[src/dspb_map.svh]
`ifndef DSPB_MAP_SVH
`define DSPB_MAP_SVH

// ----------------------------------------
// Parameter numbers
// ----------------------------------------
`define DSPB_PAR_STATUS  8'h01
`define DSPB_PAR_SPEED   8'h02
`define DSPB_PAR_POS     8'h03
`define DSPB_PAR_TORQUE  8'h04
`define DSPB_PAR_PEAK    8'h05
`define DSPB_PAR_ULOGIC  8'h06
`define DSPB_PAR_UMOTOR  8'h07
`define DSPB_PAR_TEMP    8'h08
`define DSPB_PAR_NODE    8'h09
`define DSPB_PAR_DATE    8'h0A
`define DSPB_PAR_SERIAL  8'h0B

// ----------------------------------------
// Widths, reset values, step, skip code and bit positions
// ----------------------------------------
`define DSPB_PAR_W       8
`define DSPB_WORD_W      16
`define DSPB_DATA_W      32
`define DSPB_CTRL_SKIP   8'h00
`define DSPB_ZERO16      16'h0000
`define DSPB_ZERO32      32'h0000_0000
`define DSPB_POS_RESET   32'h0000_0000
`define DSPB_POS_STEP    32'h0000_0001
`define DSPB_RUN_BIT     6
`define DSPB_SIGN_BIT    15
`endif

[src/dspb_pkg.sv]
`include "dspb_map.svh"
package dspb_pkg;
  // Answer sequencer states, one-hot
  typedef enum logic [1:0] {
    DSPB_IDLE  = 2'b01,
    DSPB_REPLY = 2'b10
  } dspb_state_t;

  typedef logic [15:0]        dspb_word_t;
  typedef logic signed [31:0] dspb_pos_t;

  // True for every parameter number that the bank holds
  function automatic logic dspb_par_known(input logic [7:0] par);
    dspb_par_known = (par >= `DSPB_PAR_STATUS) && (par <= `DSPB_PAR_SERIAL);
  endfunction
endpackage

[src/dspb_pos_counter.sv]
`timescale 1ns/100ps
`include "dspb_map.svh"
module dspb_pos_counter
  import dspb_pkg::*;
(
  input  wire logic      ref_clk_in,
  input  wire logic      rst_n_in,
  input  wire logic      step_in,
  input  wire logic      dir_in,
  input  wire logic      load_in,
  input  wire dspb_pos_t load_value_in,
  output dspb_pos_t      position_out
);
  // ----------------------------------------
  // Position accumulator
  // ----------------------------------------
  // A reload wins over a step in the same cycle: the written value is exact
  always_ff @(posedge ref_clk_in) begin
    if (!rst_n_in) begin
      position_out <= `DSPB_POS_RESET;
    end else if (load_in) begin
      position_out <= load_value_in;
    end else if (step_in) begin
      position_out <= dir_in ? position_out + `DSPB_POS_STEP
                             : position_out - `DSPB_POS_STEP;
    end
  end
endmodule

[src/dspb_peak_capture.sv]
`timescale 1ns/100ps
`include "dspb_map.svh"
module dspb_peak_capture
  import dspb_pkg::*;
(
  input  wire logic       ref_clk_in,
  input  wire logic       rst_n_in,
  input  wire logic       running_in,
  input  wire logic       startup_in,
  input  wire logic       braking_in,
  input  wire dspb_word_t torque_in,
  output dspb_word_t      peak_out
);
  logic running_q;

  // Run edge tracker
  always_ff @(posedge ref_clk_in) begin
    if (!rst_n_in) begin
      running_q <= 1'b0;
    end else begin
      running_q <= running_in;
    end
  end

  // ----------------------------------------
  // Peak hold, cleared at the start of each run
  // ----------------------------------------
  // Value survives the end of a run so it can be read at standstill
  always_ff @(posedge ref_clk_in) begin
    if (!rst_n_in) begin
      peak_out <= `DSPB_ZERO16;
    end else if (running_in && !running_q) begin
      peak_out <= `DSPB_ZERO16;
    end else if (running_in && !startup_in && !braking_in && torque_in > peak_out) begin
      peak_out <= torque_in;
    end
  end
endmodule

[src/dspb_top.sv]
`timescale 1ns/100ps
`include "dspb_map.svh"
module dspb_top
  import dspb_pkg::*;
#(
  parameter logic [15:0] MFG_YEAR_WEEK = 16'h0000, // Arbitrary value, set per unit
  parameter logic [15:0] UNIT_SERIAL   = 16'h0000  // Arbitrary value, set per unit
)(
  input  wire logic        ref_clk_in,
  input  wire logic        rst_n_in,
  // Parameter channel request
  input  wire logic        req_valid_in,
  input  wire logic        req_write_in,
  input  wire logic [7:0]  req_par_in,
  input  wire logic [7:0]  req_ctrl_in,
  input  wire logic [31:0] req_wdata_in,
  // Parameter channel answer
  output logic             req_ready_out,
  output logic             rsp_valid_out,
  output logic             rsp_error_out,
  output logic [31:0]      rsp_data_out,
  // Status flags from the motion core, low byte
  input  wire logic        target_reached_in,
  input  wire logic        drag_error_in,
  input  wire logic        jog_reverse_key_in,
  input  wire logic        jog_forward_key_in,
  input  wire logic        motor_power_in,
  input  wire logic        run_aborted_in,
  input  wire logic        drive_running_in,
  input  wire logic        over_temperature_in,
  // Status flags from the motion core, high byte
  input  wire logic        against_loop_in,
  input  wire logic        general_error_in,
  input  wire logic        blocked_error_in,
  input  wire logic        manual_displaced_in,
  input  wire logic        bad_target_in,
  input  wire logic        motor_power_lost_in,
  input  wire logic        positive_limit_in,
  input  wire logic        negative_limit_in,
  // Measurements
  input  wire dspb_word_t  speed_in,
  input  wire dspb_word_t  torque_in,
  input  wire dspb_word_t  logic_volt_in,
  input  wire dspb_word_t  motor_volt_in,
  input  wire dspb_word_t  temperature_in,
  input  wire dspb_word_t  node_selector_in,
  // Motion phase and position steps
  input  wire logic        startup_phase_in,
  input  wire logic        braking_phase_in,
  input  wire logic        pos_step_in,
  input  wire logic        pos_dir_in
);
  // ----------------------------------------
  // Parameter registers
  // ----------------------------------------
  dspb_state_t state;
  dspb_state_t next_state;
  dspb_word_t  drive_status_flags;
  dspb_word_t  speed_readback;
  dspb_word_t  torque_readback;
  dspb_word_t  logic_supply_voltage;
  dspb_word_t  motor_supply_voltage;
  dspb_word_t  internal_temperature;
  dspb_word_t  node_selector_setting;
  dspb_word_t  peak_torque_last_run;
  dspb_pos_t   position_readback;
  logic        accept;
  logic        pos_load;
  logic        next_error;
  logic [31:0] next_data;

  // Request is taken only while the sequencer is idle and ready is shown; ready
  // stays low for the first cycle after reset, so a request there is ignored
  assign accept = req_valid_in && req_ready_out && (state == DSPB_IDLE);

  // ----------------------------------------
  // Answer word helpers
  // ----------------------------------------
  // Kept as functions because every read answer except the position needs one of the two
  // Unsigned parameters fill the upper half of the answer with zeros
  function automatic logic [31:0] dspb_zext(input dspb_word_t value);
    dspb_zext = {`DSPB_ZERO16, value};
  endfunction

  // Signed parameters repeat their sign bit into the upper half
  function automatic logic [31:0] dspb_sext(input dspb_word_t value);
    dspb_sext = {{`DSPB_WORD_W{value[`DSPB_SIGN_BIT]}}, value};
  endfunction

  // ----------------------------------------
  // Status word and measurement snapshots
  // ----------------------------------------
  // Registered each cycle so a read sees one coherent sample of all flags
  always_ff @(posedge ref_clk_in) begin
    if (!rst_n_in) begin
      drive_status_flags <= `DSPB_ZERO16;
    end else begin
      drive_status_flags <= {negative_limit_in, positive_limit_in,
                             motor_power_lost_in, bad_target_in,
                             manual_displaced_in, blocked_error_in,
                             general_error_in, against_loop_in,
                             over_temperature_in, drive_running_in,
                             run_aborted_in, motor_power_in,
                             jog_forward_key_in, jog_reverse_key_in,
                             drag_error_in, target_reached_in};
    end
  end

  // Measurement samples, one cycle behind the converters
  always_ff @(posedge ref_clk_in) begin
    if (!rst_n_in) begin
      speed_readback        <= `DSPB_ZERO16;
      torque_readback       <= `DSPB_ZERO16;
      logic_supply_voltage  <= `DSPB_ZERO16;
      motor_supply_voltage  <= `DSPB_ZERO16;
      internal_temperature  <= `DSPB_ZERO16;
      node_selector_setting <= `DSPB_ZERO16;
    end else begin
      speed_readback        <= speed_in;
      torque_readback       <= torque_in;
      logic_supply_voltage  <= logic_volt_in;
      motor_supply_voltage  <= motor_volt_in;
      internal_temperature  <= temperature_in;
      node_selector_setting <= node_selector_in;
    end
  end

  // ----------------------------------------
  // Position and peak torque keepers
  // ----------------------------------------
  dspb_pos_counter u_pos (
    .ref_clk_in    (ref_clk_in),
    .rst_n_in      (rst_n_in),
    .step_in       (pos_step_in),
    .dir_in        (pos_dir_in),
    .load_in       (pos_load),
    .load_value_in (req_wdata_in),
    .position_out  (position_readback)
  );

  dspb_peak_capture u_peak (
    .ref_clk_in (ref_clk_in),
    .rst_n_in   (rst_n_in),
    .running_in (drive_running_in),
    .startup_in (startup_phase_in),
    .braking_in (braking_phase_in),
    .torque_in  (torque_in),
    .peak_out   (peak_torque_last_run)
  );

  // ----------------------------------------
  // Request decode
  // ----------------------------------------
  // Standstill is judged from the registered running flag, the same
  // value a concurrent status read would return
  always_comb begin
    next_data  = `DSPB_ZERO32;
    next_error = 1'b0;
    pos_load   = 1'b0;
    if (!req_write_in) begin
      case (req_par_in)
        `DSPB_PAR_STATUS: next_data = dspb_zext(drive_status_flags);
        `DSPB_PAR_SPEED:  next_data = dspb_sext(speed_readback);
        `DSPB_PAR_POS:    next_data = position_readback;
        `DSPB_PAR_TORQUE: next_data = dspb_zext(torque_readback);
        `DSPB_PAR_PEAK:   next_data = dspb_zext(peak_torque_last_run);
        `DSPB_PAR_ULOGIC: next_data = dspb_zext(logic_supply_voltage);
        `DSPB_PAR_UMOTOR: next_data = dspb_zext(motor_supply_voltage);
        `DSPB_PAR_TEMP:   next_data = dspb_sext(internal_temperature);
        `DSPB_PAR_NODE:   next_data = dspb_zext(node_selector_setting);
        `DSPB_PAR_DATE:   next_data = dspb_zext(MFG_YEAR_WEEK);
        `DSPB_PAR_SERIAL: next_data = dspb_zext(UNIT_SERIAL);
        default:          next_error = 1'b1;
      endcase
    end else if (!dspb_par_known(req_par_in)) begin
      next_error = 1'b1;
    end else if (req_ctrl_in == `DSPB_CTRL_SKIP) begin
      // Control byte zero: the write is dropped on purpose, no error
      next_error = 1'b0;
    end else if (req_par_in != `DSPB_PAR_POS) begin
      next_error = 1'b1;
    end else if (drive_status_flags[`DSPB_RUN_BIT]) begin
      next_error = 1'b1;
    end else begin
      pos_load = accept;
    end
  end

  // ----------------------------------------
  // Answer sequencer
  // ----------------------------------------
  always_comb begin
    case (state)
      DSPB_IDLE:  next_state = accept ? DSPB_REPLY : DSPB_IDLE;
      DSPB_REPLY: next_state = DSPB_IDLE;
      default:    next_state = DSPB_IDLE;
    endcase
  end

  // Sequencer state and ready flag
  always_ff @(posedge ref_clk_in) begin
    if (!rst_n_in) begin
      state         <= DSPB_IDLE;
      req_ready_out <= 1'b0;
    end else begin
      state         <= next_state;
      req_ready_out <= (next_state == DSPB_IDLE);
    end
  end

  // Answer registers; data and error stand until the next accepted request
  always_ff @(posedge ref_clk_in) begin
    if (!rst_n_in) begin
      rsp_valid_out <= 1'b0;
      rsp_error_out <= 1'b0;
      rsp_data_out  <= `DSPB_ZERO32;
    end else begin
      rsp_valid_out <= accept;
      if (accept) begin
        rsp_error_out <= next_error;
        rsp_data_out  <= next_data;
      end
    end
  end

  // Request classes used by several checks
  logic rd_status;
  logic wr_pos;
  logic wr_ro;
  assign rd_status = accept && !req_write_in && req_par_in == `DSPB_PAR_STATUS;
  assign wr_pos    = accept && req_write_in && req_par_in == `DSPB_PAR_POS
                     && req_ctrl_in != `DSPB_CTRL_SKIP;
  assign wr_ro     = accept && req_write_in && req_ctrl_in != `DSPB_CTRL_SKIP
                     && dspb_par_known(req_par_in) && req_par_in != `DSPB_PAR_POS;
endmodule

[config.mk]
export PLATFORM = sky130hd
export DESIGN_NAME = dspb_top
export DESIGN_NICKNAME = d
export VERILOG_FILES = /design/src/dspb_pkg.sv /design/src/dspb_pos_counter.sv /design/src/dspb_peak_capture.sv /design/src/dspb_top.sv
export VERILOG_INCLUDE_DIRS = /design/src
export SDC_FILE = /design/constraint.sdc
export NUM_CORES = 1
export LEC_CHECK = 0
export ABC_AREA = 1
export BUFFER_PORTS_ARGS = -buffer_cell sky130_fd_sc_hd__buf_2
export CAP_MARGIN = 15
export CORE_MARGIN = 4
export CORE_UTILIZATION = 30
export CTS_CLUSTER_DIAMETER = 150
export DETAILED_ROUTE_END_ITERATION = 16
export GPL_TIMING_DRIVEN = 0
export PLACE_DENSITY_LB_ADDON = 0.08
export SETUP_SLACK_MARGIN = 0.1
export SYNTH_ARGS = -nofsm -noshare
export SYNTH_HDL_FRONTEND = slang
export SYNTH_SLANG_ARGS = --single-unit
[constraint.sdc]
create_clock -name ref_clk_in -period 3.4 [get_ports ref_clk_in]
set_clock_uncertainty 0.15 [all_clocks]
set_input_delay 0.51 -clock ref_clk_in [delete_from_list [all_inputs] [get_ports ref_clk_in]]
set_output_delay 0.51 -clock ref_clk_in [all_outputs]
set_load 0.02 [all_outputs]
==> results.sh <==
export IMPL_outcome="finished, final reports clean"
export IMPL_fin_util=0.3700
export IMPL_drt_total_wl_um=39020
export IMPL_r2r_start="u_pos.position_out[0]"
export IMPL_tightest_slew_ns=0.7216
export IMPL_die_x_um=196.1
export IMPL_async_reset_ff_frac=0
export IMPL_cp_max_fo=25
export IMPL_endpoint_kind="flip-flop"
export IMPL_switching_share=0.3108
export IMPL_finalCritPeriodShare=0.7695
export IMPL_stdcell_area_um2=12840
export IMPL_final_min_clock_period_ns=2.616
export IMPL_wl_per_cell_um=16.89
export IMPL_max_clock_freq_ghz=0.3822
export IMPL_clockPowerShare=0.377
export IMPL_criticalPathCategory="input pin to flip-flop"
export IMPL_pin_count=203
export IMPL_place_congestion=0.9008
export IMPL_synth_cell_types=39
export IMPL_rows=68
export IMPL_grt_overflow=0
export IMPL_min_delay_start="motor_volt_in[10]"
export IMPL_combPwrFrac=0.187
export IMPL_track_usage=0.2003
export IMPL_pre_cts_ws_ns=-0.1122
export IMPL_clockRootBuffer="clkbuf_16"
export IMPL_drcViolationCount=0
export IMPL_syn_nets=1836
export IMPL_seqCellArea_um2=3944
export IMPL_seqPwrFrac=0.436
export IMPL_hold_ws_ns=0.08796
export IMPL_rsz0062_at_grt="no"
export IMPL_postRouteAntennaNets=0
export IMPL_final_max_slew_viol_count=0
export IMPL_fin_nets=2057
export IMPL_critPathRequiredTime_ns=3.56
export IMPL_p_sw_w=0.001793
export IMPL_crit_arrival_ns=2.78
export IMPL_cts_setup_buffers=0
export IMPL_cts_tree="yes"
export IMPL_p_leak_nw=7.186
export IMPL_ir_drop_uv=336.2
export IMPL_drtIter0Drc=568
export IMPL_synth_edf_count=0
export IMPL_yosysWarnings=0
export IMPL_antenna_found_initial=3
export IMPL_finalWorstSetupSlack_ns=0.7837
export IMPL_max_cap_violations=0
export IMPL_first_pass_iters=5
export IMPL_nFillCells=3898
export IMPL_synth_seq_cells=197
export IMPL_drive_gt1_frac=0.1569
export IMPL_start_util=0.3058
export IMPL_grt_pass1_wl_um=59340
export IMPL_ctsHoldBuffers=0
export IMPL_grt_max_degree=31
export IMPL_start_kind="input pin"
export IMPL_powerDensity_nw_per_um2=449.2
export IMPL_hp_class="input pin to flip-flop"
export IMPL_grt_pass1_vias=10342
export IMPL_synth_area_um2=10620
export IMPL_synthesis_instances=1621
export IMPL_setup_viol=0
export IMPL_clk_latency_ns=0.45
export IMPL_area_delta_synth_final_pct=20.99
export IMPL_dpl_cell_area_um2=12190
export IMPL_via_per_inst=4.527
export IMPL_cts_buffer_depth=2
export IMPL_cts_reportedPaths_clkPinSlew_ns=0.08
export IMPL_ys_flop_type="dfxtp_1"
export IMPL_p_int_w=0.003977
export IMPL_portBuffers=201
export IMPL_hpwl_um=32170
export IMPL_dieArea_um2=38460
export IMPL_max_slew_margin=0.5190
export IMPL_cts_repair_resized=0
export IMPL_cp_startpoint="pos_dir_in"
export IMPL_htreeDepth=4
export IMPL_finalSetupTns_ns=0
export IMPL_die_h_um=196.1
export IMPL_syn_area_per_cell_um2=6.549
export IMPL_hold_viol=0
export IMPL_vias=10458
export IMPL_ys_seq_area_frac=0.3715
export IMPL_cts_buffers=17
export IMPL_diodes=0
export IMPL_multi_input_area_um2=5256
export IMPL_core_um2=34710
export IMPL_clock_sinks=197
## power groups by stage
| stage | clock, W | combinational, W | sequential [W] |
|---|---|---|---|
| global route | 0.00230 | 0.00124 | 0.00253 |
| finish | 0.00217 | 0.00108 | 0.00252 |
| detailed placement | 0 | 0.00107 | 0.00257 |
| global placement | 0 | 0.00107 | 0.00257 |
| floorplan | 0 | 0.000716 | 0.00253 |
| CTS | 0.00222 | 0.00108 | 0.00252 |
## cell usage after synthesis (11+ instances only)
cell type	count	area, µm²
a31oi_1	19	118.9
a21oi_1	81	405.4
nor2_1	97	364.1
o211ai_1	11	82.58
o21ai_0	48	240.2
xor2_1	12	105.1
nand2_1	487	1828
inv_1	293	1100
buf_2	19	95.09
o21ai_1	25	125.1
clkbuf_1	26	97.59
dfxtp_1	197	3944
ha_1	46	575.6
nand3_1	173	865.8
## worst max-delay path: stages
cell and delay, ns:
buf_2 0.19, inv_1 0.20, buf_16 0.23, ha_1 0.36, nand2_1 0.13, nor2_1 0.29, nand3_1 0.13, nand3_1 0.21
nand2_1 0.14, nand3_1 0.13, nand3_2 0.10, nand2_1 0.09, a21oi_2 0.05
## cell type report
cell class | instances | share of cell area
tap | 455 | 0.04432
sequential | 197 | 0.3070
timing repair buffer | 202 | 0.08046
buffer | 57 | 0.02201
clock inverter | 11 | 0.01286
multi-input combinational | 1065 | 0.4092
clock buffer | 21 | 0.03585
inverter | 302 | 0.08825
## flip-flops by register name, summed over array words and instances (netlist names)
name / count
torque_readback: 16
u_peak.peak_out: 16
drive_status_flags: 16
speed_readback: 16
internal_temperature: 16
rsp_error_out: 1
req_ready_out: 1
state: 2
motor_supply_voltage: 16
u_pos.position_out: 32
rsp_valid_out: 1
logic_supply_voltage: 16
node_selector_setting: 16
rsp_data_out: 32
## per-layer routing
layer  track usage  vias to the layer above  part of all wire  wire, µm
met4       0.05250                        6             0.022       854
met1        0.2916                     4643              0.51     19730
li1              -                     5518                 -         -
met5             0                        -            0.0011        43
met2        0.3078                      246              0.42     16520
met3       0.03314                       45             0.048      1869
## stage by stage
step	power, W	std cells
4_1_cts	0.005818	2309
6_report	0.005770	2310
5_1_grt	0.006066	2310
3_5_place_dp	0.003646	2277
2_1_floorplan	0.003248	1621
3_3_place_gp	0.003639	2277
## cells in the final DEF (no fill, tap or decap), types with 4 or more instances in the layout
| cell | count |
|---|---|
| a21oi_1 | 81 |
| a21oi_2 | 5 |
| a31oi_1 | 19 |
| buf_1 | 5 |
| buf_2 | 220 |
| buf_6 | 5 |
| clkbuf_1 | 28 |
| clkbuf_16 | 17 |
| clkinv_1 | 5 |
| dfxtp_1 | 197 |
| ha_1 | 46 |
| inv_1 | 293 |
| inv_2 | 4 |
| nand2_1 | 487 |
| nand3_1 | 173 |
| nand3_2 | 9 |
| nand4_1 | 8 |
| nor2_1 | 97 |
| nor2_2 | 5 |
| nor3_1 | 8 |
| o2111ai_1 | 7 |
| o211ai_1 | 11 |
| o21ai_0 | 48 |
| o21ai_1 | 25 |
| o31ai_1 | 4 |
| xor2_1 | 12 |
## worst paths after layout
check | endpoint | slack, ns | depth (start not counted)
hold reg to reg | rsp_data_out[9] | 0.30 | 2
setup reg to reg | u_pos.position_out[28] | 0.89 | 12
hold / removal | motor_supply_voltage[10] | 0.09 | 3
setup / recovery | u_pos.position_out[28] | 0.78 | 13
## cells by family after synthesis
kind of cell	Yosys count	share of synthesized area
buf+inv	359	0.1334
xor+xnor	13	0.01072
flops	197	0.3715
fa+ha+maj	47	0.05610
compound gates	205	0.1078
simple gates	800	0.3204
Note: power is estimated with default switching activity, not from simulation.
